--- config.mk ---
export PLATFORM = sky130hd
export DESIGN_NAME = deic_event_irq
export DESIGN_NICKNAME = d
export VERILOG_FILES = /design/src/rtl/deic_pkg.sv /design/src/rtl/deic_event_irq.sv /design/src/rtl/deic_apb_slave.sv
export VERILOG_INCLUDE_DIRS = /design/src /design/src/rtl
export SDC_FILE = /design/constraint.sdc
export NUM_CORES = 1
export LEC_CHECK = 0
export ABC_AREA = 1
export BUFFER_PORTS_ARGS = -buffer_cell sky130_fd_sc_hd__buf_2
export CORE_ASPECT_RATIO = 1.5
export CORE_MARGIN = 3
export CORE_UTILIZATION = 52
export DETAILED_ROUTE_END_ITERATION = 8
export PLACE_DENSITY_LB_ADDON = 0.25
export SLEW_MARGIN = 10
export SYNTH_ARGS = -nofsm -noshare
export SYNTH_HDL_FRONTEND = slang
export SYNTH_SLANG_ARGS = --single-unit
--- constraint.sdc ---
create_clock -name pclk -period 1.54 [get_ports pclk]
set_input_delay 0.308 -clock pclk [delete_from_list [all_inputs] [get_ports pclk]]
set_output_delay 0.308 -clock pclk [all_outputs]
set_load 0.05 [all_outputs]
--- src/rtl/deic_params.svh ---
// Purpose: constants for the event/interrupt status and clear block
// Assumes: 32-bit apb data, byte addresses
// Notes:   offsets are local choices
`ifndef DEIC_PARAMS_SVH
`define DEIC_PARAMS_SVH

`define DEIC_NUM_RES        32
`define DEIC_ADDR_W         12
`define DEIC_OFF_RAW        12'h020
`define DEIC_OFF_MIS        12'h028
`define DEIC_OFF_CLR        12'h02c
`define DEIC_OFF_MGR_FAULT  12'h030
`define DEIC_OFF_SELECT     12'h040
`define DEIC_OFF_IRQ_STAT   12'h050
`define DEIC_OFF_IRQ_MASK   12'h054
`define DEIC_SELECT_RST     32'h0000_0000
`define DEIC_RES_RST        32'h0000_0000
`define DEIC_STAT_RST       4'h0
`define DEIC_MASK_RST       4'h0
`define DEIC_NUM_EVT_SRC    4
`define DEIC_EVT_SEV_IRQ    0
`define DEIC_EVT_SEV_EVT    1
`define DEIC_EVT_WFE_CLR    2
`define DEIC_EVT_MGR_FAULT  3

`endif

--- src/rtl/deic_pkg.sv ---
// Purpose: shared types for the event/interrupt block
// Assumes: deic_params.svh included first by users
// Notes:   types only
package deic_pkg;
    typedef enum logic [1:0] {
        DEIC_IDLE   = 2'b00,
        DEIC_ACCESS = 2'b01
    } deic_apb_state_t;

    typedef struct packed {
        deic_apb_state_t state;
        logic [31:0]     prdata;
        logic            pready;
        logic            pslverr;
    } deic_apb_regs_t;

    typedef struct packed {
        logic [31:0] raw;
        logic [31:0] irq;
        logic [31:0] select;
        logic [31:0] pending;
        logic [3:0]  stat;
        logic [3:0]  mask;
        logic        irq_any;
        logic        mgr_fault;
        logic [1:0]  fault_sync;
        logic        fault_seen;
    } deic_core_regs_t;
endpackage : deic_pkg

--- src/rtl/deic_event_irq.sv ---
// Purpose: event-interrupt resources, clear port and fault status
// Assumes: strobes are one-cycle pulses on pclk; fault pin is async
// Notes:   apb slave instanced here, one wait state per access
//
// The APB interface to the registers and the placing of the registers were chosen for this implementation.
`timescale 1ns/1ps
`include "deic_params.svh"
module deic_event_irq (
    input  wire logic                     pclk,
    input  wire logic                     presetn,
    input  wire logic                     psel,
    input  wire logic                     penable,
    input  wire logic                     pwrite,
    input  wire logic [`DEIC_ADDR_W-1:0]  paddr,
    input  wire logic [31:0]              pwdata,
    output logic                          pready,
    output logic [31:0]                   prdata,
    output logic                          pslverr,
    input  wire logic                     send_event_instruction,
    input  wire logic [4:0]               send_event_num,
    input  wire logic                     wait_for_event_instruction,
    input  wire logic [4:0]               wait_for_event_num,
    input  wire logic                     manager_fault_flag,
    output logic [`DEIC_NUM_RES-1:0]      irq,
    output logic [`DEIC_NUM_RES-1:0]      event_pending,
    output logic                          intr
);
    deic_pkg::deic_core_regs_t c_reg;
    deic_pkg::deic_core_regs_t c_next;

    logic [31:0] rd_value;
    logic        rd_hit;
    logic        acc_go;
    logic        wr_go;
    logic        rd_go;
    logic [`DEIC_NUM_RES-1:0] sev_hit;
    logic [`DEIC_NUM_RES-1:0] wfe_hit;
    logic [`DEIC_NUM_RES-1:0] clr_hit;
    logic [`DEIC_NUM_RES-1:0] raw_next;
    logic [`DEIC_NUM_RES-1:0] irq_next;
    logic [`DEIC_NUM_EVT_SRC-1:0] evt;

    deic_apb_slave u_apb (
        .pclk     (pclk),
        .presetn  (presetn),
        .psel     (psel),
        .penable  (penable),
        .pwrite   (pwrite),
        .paddr    (paddr),
        .rd_value (rd_value),
        .rd_hit   (rd_hit),
        .pready   (pready),
        .prdata   (prdata),
        .pslverr  (pslverr),
        .acc_go   (acc_go)
    );

    assign wr_go = acc_go && pwrite;
    assign rd_go = acc_go && !pwrite;

    // per-resource set and clear terms; set wins over a same-cycle clear
    genvar gi;
    generate
        for (gi = 0; gi < `DEIC_NUM_RES; gi = gi + 1) begin : g_res
            assign sev_hit[gi] = send_event_instruction
                              && (send_event_num == 5'(gi));
            assign wfe_hit[gi] = wait_for_event_instruction
                              && (wait_for_event_num == 5'(gi))
                              && !c_reg.select[gi];
            assign clr_hit[gi] = wr_go && (paddr == `DEIC_OFF_CLR)
                              && pwdata[gi]
                              && c_reg.select[gi];
            // raw bit covers both uses of the resource
            assign raw_next[gi] = sev_hit[gi]
                               || (c_reg.raw[gi]
                                   && !wfe_hit[gi]
                                   && !clr_hit[gi]);
            assign irq_next[gi] = (sev_hit[gi] && c_reg.select[gi])
                               || (c_reg.irq[gi] && !clr_hit[gi]
                                   && c_reg.select[gi]);
        end
    endgenerate

    // event sources for the local summary interrupt
    always_comb begin
        evt = '0;
        evt[`DEIC_EVT_SEV_IRQ]   = |(sev_hit & c_reg.select);
        evt[`DEIC_EVT_SEV_EVT]   = |(sev_hit & ~c_reg.select);
        evt[`DEIC_EVT_WFE_CLR]   = |wfe_hit;
        evt[`DEIC_EVT_MGR_FAULT] = c_reg.fault_sync[1] && !c_reg.fault_seen;
    end

    // register read mux
    always_comb begin
        rd_hit   = 1'b1;
        rd_value = 32'h0;
        case (paddr)
            `DEIC_OFF_RAW:       rd_value = c_reg.raw;
            // irq only ever set for interrupt-selected resources
            `DEIC_OFF_MIS:       rd_value = c_reg.irq
                                          & c_reg.select;
            `DEIC_OFF_CLR:       rd_value = 32'h0;
            `DEIC_OFF_MGR_FAULT: rd_value = {31'h0,
                                             c_reg.mgr_fault};
            `DEIC_OFF_SELECT:    rd_value = c_reg.select;
            `DEIC_OFF_IRQ_STAT:  rd_value = {28'h0, c_reg.stat};
            `DEIC_OFF_IRQ_MASK:  rd_value = {28'h0, c_reg.mask};
            default:             rd_hit   = 1'b0;
        endcase
    end

    always_comb begin
        c_next     = c_reg;
        c_next.raw = raw_next;
        c_next.irq = irq_next;
        // fault pin arrives from another state machine's timing
        c_next.fault_sync = {c_reg.fault_sync[0], manager_fault_flag};
        c_next.mgr_fault  = c_reg.fault_sync[1];
        c_next.fault_seen = c_reg.fault_sync[1];
        if (wr_go && paddr == `DEIC_OFF_SELECT) begin
            c_next.select = pwdata;
        end
        if (wr_go && paddr == `DEIC_OFF_IRQ_MASK) begin
            c_next.mask = pwdata[`DEIC_NUM_EVT_SRC-1:0];
        end
        // pending kept in a flop so the pin never glitches
        c_next.pending = c_next.raw & ~c_next.select;
        // read clears status; a fresh event in that cycle still lands
        if (rd_go && paddr == `DEIC_OFF_IRQ_STAT) begin
            c_next.stat = evt;
        end else begin
            c_next.stat = c_reg.stat | evt;
        end
        c_next.irq_any = |(c_next.stat & c_next.mask);
    end

    always_ff @(posedge pclk or negedge presetn) begin
        if (!presetn) begin
            c_reg <= '{raw: `DEIC_RES_RST, irq: `DEIC_RES_RST,
                       pending: `DEIC_RES_RST,
                       select: `DEIC_SELECT_RST,
                       stat: `DEIC_STAT_RST, mask: `DEIC_MASK_RST,
                       irq_any: 1'b0, mgr_fault: 1'b0,
                       fault_sync: 2'b00, fault_seen: 1'b0};
        end else begin
            c_reg <= c_next;
        end
    end

    assign irq           = c_reg.irq;
    assign event_pending = c_reg.pending;
    assign intr          = c_reg.irq_any;
endmodule : deic_event_irq

--- src/rtl/deic_apb_slave.sv ---
// Purpose: apb slave front end, one wait state per access
// Assumes: single pclk domain
// Notes:   unmapped addresses answer with pslverr
`timescale 1ns/1ps
`include "deic_params.svh"
module deic_apb_slave (
    input  wire logic                    pclk,
    input  wire logic                    presetn,
    input  wire logic                    psel,
    input  wire logic                    penable,
    input  wire logic                    pwrite,
    input  wire logic [`DEIC_ADDR_W-1:0] paddr,
    input  wire logic [31:0]             rd_value,
    input  wire logic                    rd_hit,
    output logic                         pready,
    output logic [31:0]                  prdata,
    output logic                         pslverr,
    output logic                         acc_go
);
    deic_pkg::deic_apb_regs_t r_reg;
    deic_pkg::deic_apb_regs_t r_next;

    always_comb begin
        r_next         = r_reg;
        r_next.pready  = 1'b0;
        acc_go         = 1'b0;
        case (r_reg.state)
            deic_pkg::DEIC_IDLE: begin
                if (psel && !penable) begin
                    r_next.state = deic_pkg::DEIC_ACCESS;
                end
            end
            deic_pkg::DEIC_ACCESS: begin
                // answer in the second access cycle so read data is settled
                if (psel && penable && !r_reg.pready) begin
                    acc_go         = 1'b1;
                    r_next.pready  = 1'b1;
                    r_next.pslverr = !rd_hit;
                    r_next.prdata  = (!pwrite && rd_hit) ? rd_value : 32'h0;
                    r_next.state   = deic_pkg::DEIC_IDLE;
                end else if (!psel) begin
                    r_next.state = deic_pkg::DEIC_IDLE;
                end
            end
            default: begin
                r_next.state = deic_pkg::DEIC_IDLE;
            end
        endcase
    end

    always_ff @(posedge pclk or negedge presetn) begin
        if (!presetn) begin
            r_reg <= '{state: deic_pkg::DEIC_IDLE, prdata: 32'h0,
                       pready: 1'b0, pslverr: 1'b0};
        end else begin
            r_reg <= r_next;
        end
    end

    assign pready  = r_reg.pready;
    assign prdata  = r_reg.prdata;
    assign pslverr = r_reg.pslverr;
endmodule : deic_apb_slave

==> Implementation_results.wiki <==
{| class="wikitable"
! Metric !! Value
|-
| Outcome || finished with violations
|-
| Failing checks || negative setup slack
|-
| Static power due to leakage || 7.14 nW
|-
| Unrepaired setup endpoints after global routing || true
|-
| Max-slew headroom at the worst pin || 75.0%
|-
| Share of final-layout standard cells stronger than drive strength 1 || 36.4%
|-
| Routed Antenna Nets || 0
|-
| Wire length per cell after detailed routing || 18.3 µm
|-
| Detailed Routing Iterations Pass 1 || 6
|-
| Clock-pin slew on the worst setup and hold paths || 60 ps
|-
| Final-report max-slew violation count || 0
|-
| GRT overflow || 0
|-
| Proportion of total power due to net switching || 27.0%
|-
| P_int || 7.72 mW
|-
| Clock tree from TritonCTS || built
|-
| Maximum number of pins on one net before global-route repair || 38
|-
| Root buffer cell || sky130_fd_sc_hd__clkbuf_16
|-
| Req. time, crit path || 1860 ps
|-
| Final layout net count || 1602
|-
| Post-synthesis cell area || 9720 µm²
|-
| Time the worst path needs with I/O delays and setup || 1760 ps
|-
| Number of input and output port buffers inserted || 160
|-
| Antenna violations before repair || 1
|-
| Tot GR Track Use || 31.4%
|-
| Cells after synthesis || 1283
|-
| Syn. warnings || 0
|-
| Maximum vdd drop || 0.000747 V
|-
| CP Launch Type || flip-flop
|-
| Post-synthesis net count || 1345
|-
| Setup slack, reg-to-reg || -220 ps
|-
| Maximum number of buffers from clock root to sink || 2
|-
| Timing-limited maximum frequency || 568 MHz
|-
| CP endpoint kind || flip-flop
|-
| Synthesized-area fraction occupied by and/or/nand/nor cells || 28.3%
|-
| Slew @ Worst Pin || 373 ps
|-
| Cell with the largest stage delay on the worst path || sky130_fd_sc_hd__dfrtp_2
|-
| Worst setup endpoint || event_pending[28]
|-
| Top-level port count || 161
|-
| Path type of the worst min-delay path || primary input to flip-flop
|-
| Num Clock Sinks || 175
|-
| Arrival time of the worst setup path || 2080 ps
|-
| Final Hold Violating Endpoints || 0
|-
| Comb power frac || 11.8%
|-
| Routed wire length || 32.9 mm
|-
| Mean instance size in the synthesized netlist || 7.58 µm²
|-
| Xor-xnor portion of the synthesized cell area || 0%
|-
| Reported max-cap violation count || 0
|-
| Number of cells on the worst reg-to-reg path || 11
|-
| Area fraction in compound gates after synthesis || 11.1%
|-
| Area added between synthesis and finish || 33.8%
|-
| Worst setup path category || flip-flop to flip-flop
|-
| Clock buffer count from CTS || 17
|-
| Power density normalized to cell area || 813 nW/µm²
|-
| Clock network power share || 40.9%
|-
| Global placement routability congestion || 1.03
|-
| Global-route wire length before repair || 50.5 mm
|-
| Total die area || 20400 µm²
|-
| Source-to-sink clock delay at the later pin of the worst-skew pair || 440 ps
|-
| Number of flip-flops under the largest register name || 73
|-
| Portion of netlist area occupied by mux cells || 0%
|-
| Critical-path maximum fanout || 6
|-
| Ordered list of cells on the worst path || inv_2 -> nand4_4 -> nor2_4 -> inv_2 -> nor2_4 -> buf_6 -> buf_12 -> buf_12 -> nand2_4 -> o21ai_2 -> a21oi_2
|-
| Total half-perimeter wirelength after legalization and detailed placement || 22.7 mm
|-
| Via Count || 9586
|-
| Initial cell density of the core || 53.5%
|-
| Post-layout worst setup margin || -222 ps
|-
| Flop pwr share || 47.3%
|-
| Count of state elements after synthesis || 175
|-
| Post-detailed-route via-to-cell ratio || 5.33
|-
| Number of global-route vias before repair || 9691
|-
| Main combinational cell family by area after synthesis || simple AND/OR/NAND/NOR gates
|-
| Number of H-tree branching levels || 4
|-
| Adder and majority gate portion of the synthesized area || 0%
|-
| Start point of the critical path || u_apb.pready
|-
| Total Neg Setup Slack || -15860 ps
|-
| Portion of the clock cycle consumed by the worst path in the final layout || 114%
|-
| Die width || 118 µm
|-
| Largest stage delay, worst path || 410 ps
|-
| Utilization of the core after routing || 71.6%
|-
| Post-route clock skew || 8.23 ps
|-
| Number of failing setup endpoints in the final timing report || 139
|-
| DRC viols || 0
|-
| Crit Reg-Reg Endpoint || event_pending[28]
|-
| Unique cell type count in the Yosys netlist || 32
|-
| Die Ht || 173 µm
|-
| Portion of the post-synthesis area used by sequential elements || 45.0%
|-
| Core outline area || 18200 µm²
|-
| FF-to-FF Start || u_apb.pready
|-
| Std cell rows || 60
|-
| Total net switching power || 2.85 mW
|-
| Violation count after the first detailed-route iteration || 905
|}
==> routing by layer <==
metal | global-route usage (%) | wire length (µm) | part of all wire, %
met5 | 0 | 0 | 0
met4 | 16.2 | 1780 | 5.4
met3 | 5.75 | 2500 | 7.6
met2 | 54.3 | 16600 | 50
met1 | 37.2 | 12000 | 37
==> logic make-up after synthesis <==
logic type,Yosys count
and+or+nand+nor,649
buffers and inverters,285
DFF,175
AOI/OAI and AO/OA,174
==> repair_timing <==
item	4_1_cts	5_1_grt
pin swaps	0	5
endpoints found under the setup margin	126	168
gates cloned	6	2
endpoints found under the hold margin	22	0
setup buffers	13	7
gates resized for setup	65	120
hold buffers	2	0
==> worst max-delay path, delay by kind of cell (launching register included) <==
family | cells | cell delay (ps)
compound gates | 2 | 110
buf+inv | 5 | 550
flops | 1 | 410
simple gates | 4 | 560
==> worst min-delay path by stage <==
stage | startpoint | endpoint | cells after the start
3_5_place_dp | presetn | u_apb.prdata[31] | 1
3_3_place_gp | presetn | u_apb.prdata[20] | 1
4_1_cts | pwdata[4] | c_reg[49] | 3
2_1_floorplan | presetn | c_next[0] | 0
5_1_grt | pwdata[24] | c_reg[69] | 3
6_report | penable | u_apb.r_reg[34] | 2
==> power by group through the flow <==
stage / Sequential [mW] / Clock, mW / Combinational, mW
2_1_floorplan: 5.05 / 0 / 0.686
3_5_place_dp: 5.08 / 0 / 1.14
4_1_cts: 4.99 / 4.32 / 1.17
3_3_place_gp: 5.07 / 0 / 1.11
5_1_grt: 5.03 / 4.49 / 1.37
6_report: 5.00 / 4.33 / 1.24
==> stage by stage <==
step | instance area, µm² | power, mW | setup slack, ps | hold slack (ps) | instances
2_1_floorplan | 9760 | 5.73 | -87.0 | 12.4 | 1283
4_1_cts | 12600 | 10.5 | -172 | 103 | 1795
6_report | 13000 | 10.6 | -222 | 110 | 1800
5_1_grt | 13000 | 10.9 | -326 | 121 | 1800
3_5_place_dp | 11500 | 6.22 | -507 | 213 | 1744
3_3_place_gp | 11500 | 6.18 | -507 | 214 | 1744
==> synthesized netlist by cell type, drive strengths merged <==
| library cell | number | area share, % |
|---|---|---|
| a21oi | 34 | 1.7 |
| nor3 | 5 | 0.48 |
| clkinv | 1 | 0.039 |
| a41oi | 1 | 0.28 |
| a21boi | 1 | 0.077 |
| a22oi | 1 | 0.077 |
| dfrtp | 175 | 45 |
| o21ai | 98 | 6.2 |
| o31ai | 5 | 0.39 |
| buf | 116 | 9.0 |
| clkbuf | 8 | 0.31 |
| o22ai | 30 | 1.9 |
| nand4 | 8 | 0.64 |
| inv | 160 | 6.2 |
| nand3 | 62 | 3.9 |
| o221ai | 4 | 0.36 |
| nand2 | 393 | 15 |
| nor2 | 181 | 8.1 |
==> cells in the final DEF, fill, tap and decap left out, types with 23 or more instances in the layout <==
cell                      instances
sky130_fd_sc_hd__a21oi_2         23
sky130_fd_sc_hd__buf_2          158
sky130_fd_sc_hd__buf_4          168
sky130_fd_sc_hd__dfrtp_1        170
sky130_fd_sc_hd__inv_1          151
sky130_fd_sc_hd__nand2_1        355
sky130_fd_sc_hd__nand2_4         28
sky130_fd_sc_hd__nand3_1         42
sky130_fd_sc_hd__nor2_1         147
sky130_fd_sc_hd__o21ai_0         39
sky130_fd_sc_hd__o22ai_1         30
==> area by class of cell <==
type	instances	area, µm²
Sequential cell	175	4390
Inverter	161	607
Clock buffer	21	460
Fill cell	1413	5160
Tap cell	248	310
Clock inverter	9	113
Antenna cell	1	2.50
Timing Repair Buffer	362	2700
Multi-Input combinational cell	823	4430
No activity file was read; power rests on OpenSTA's default activity.
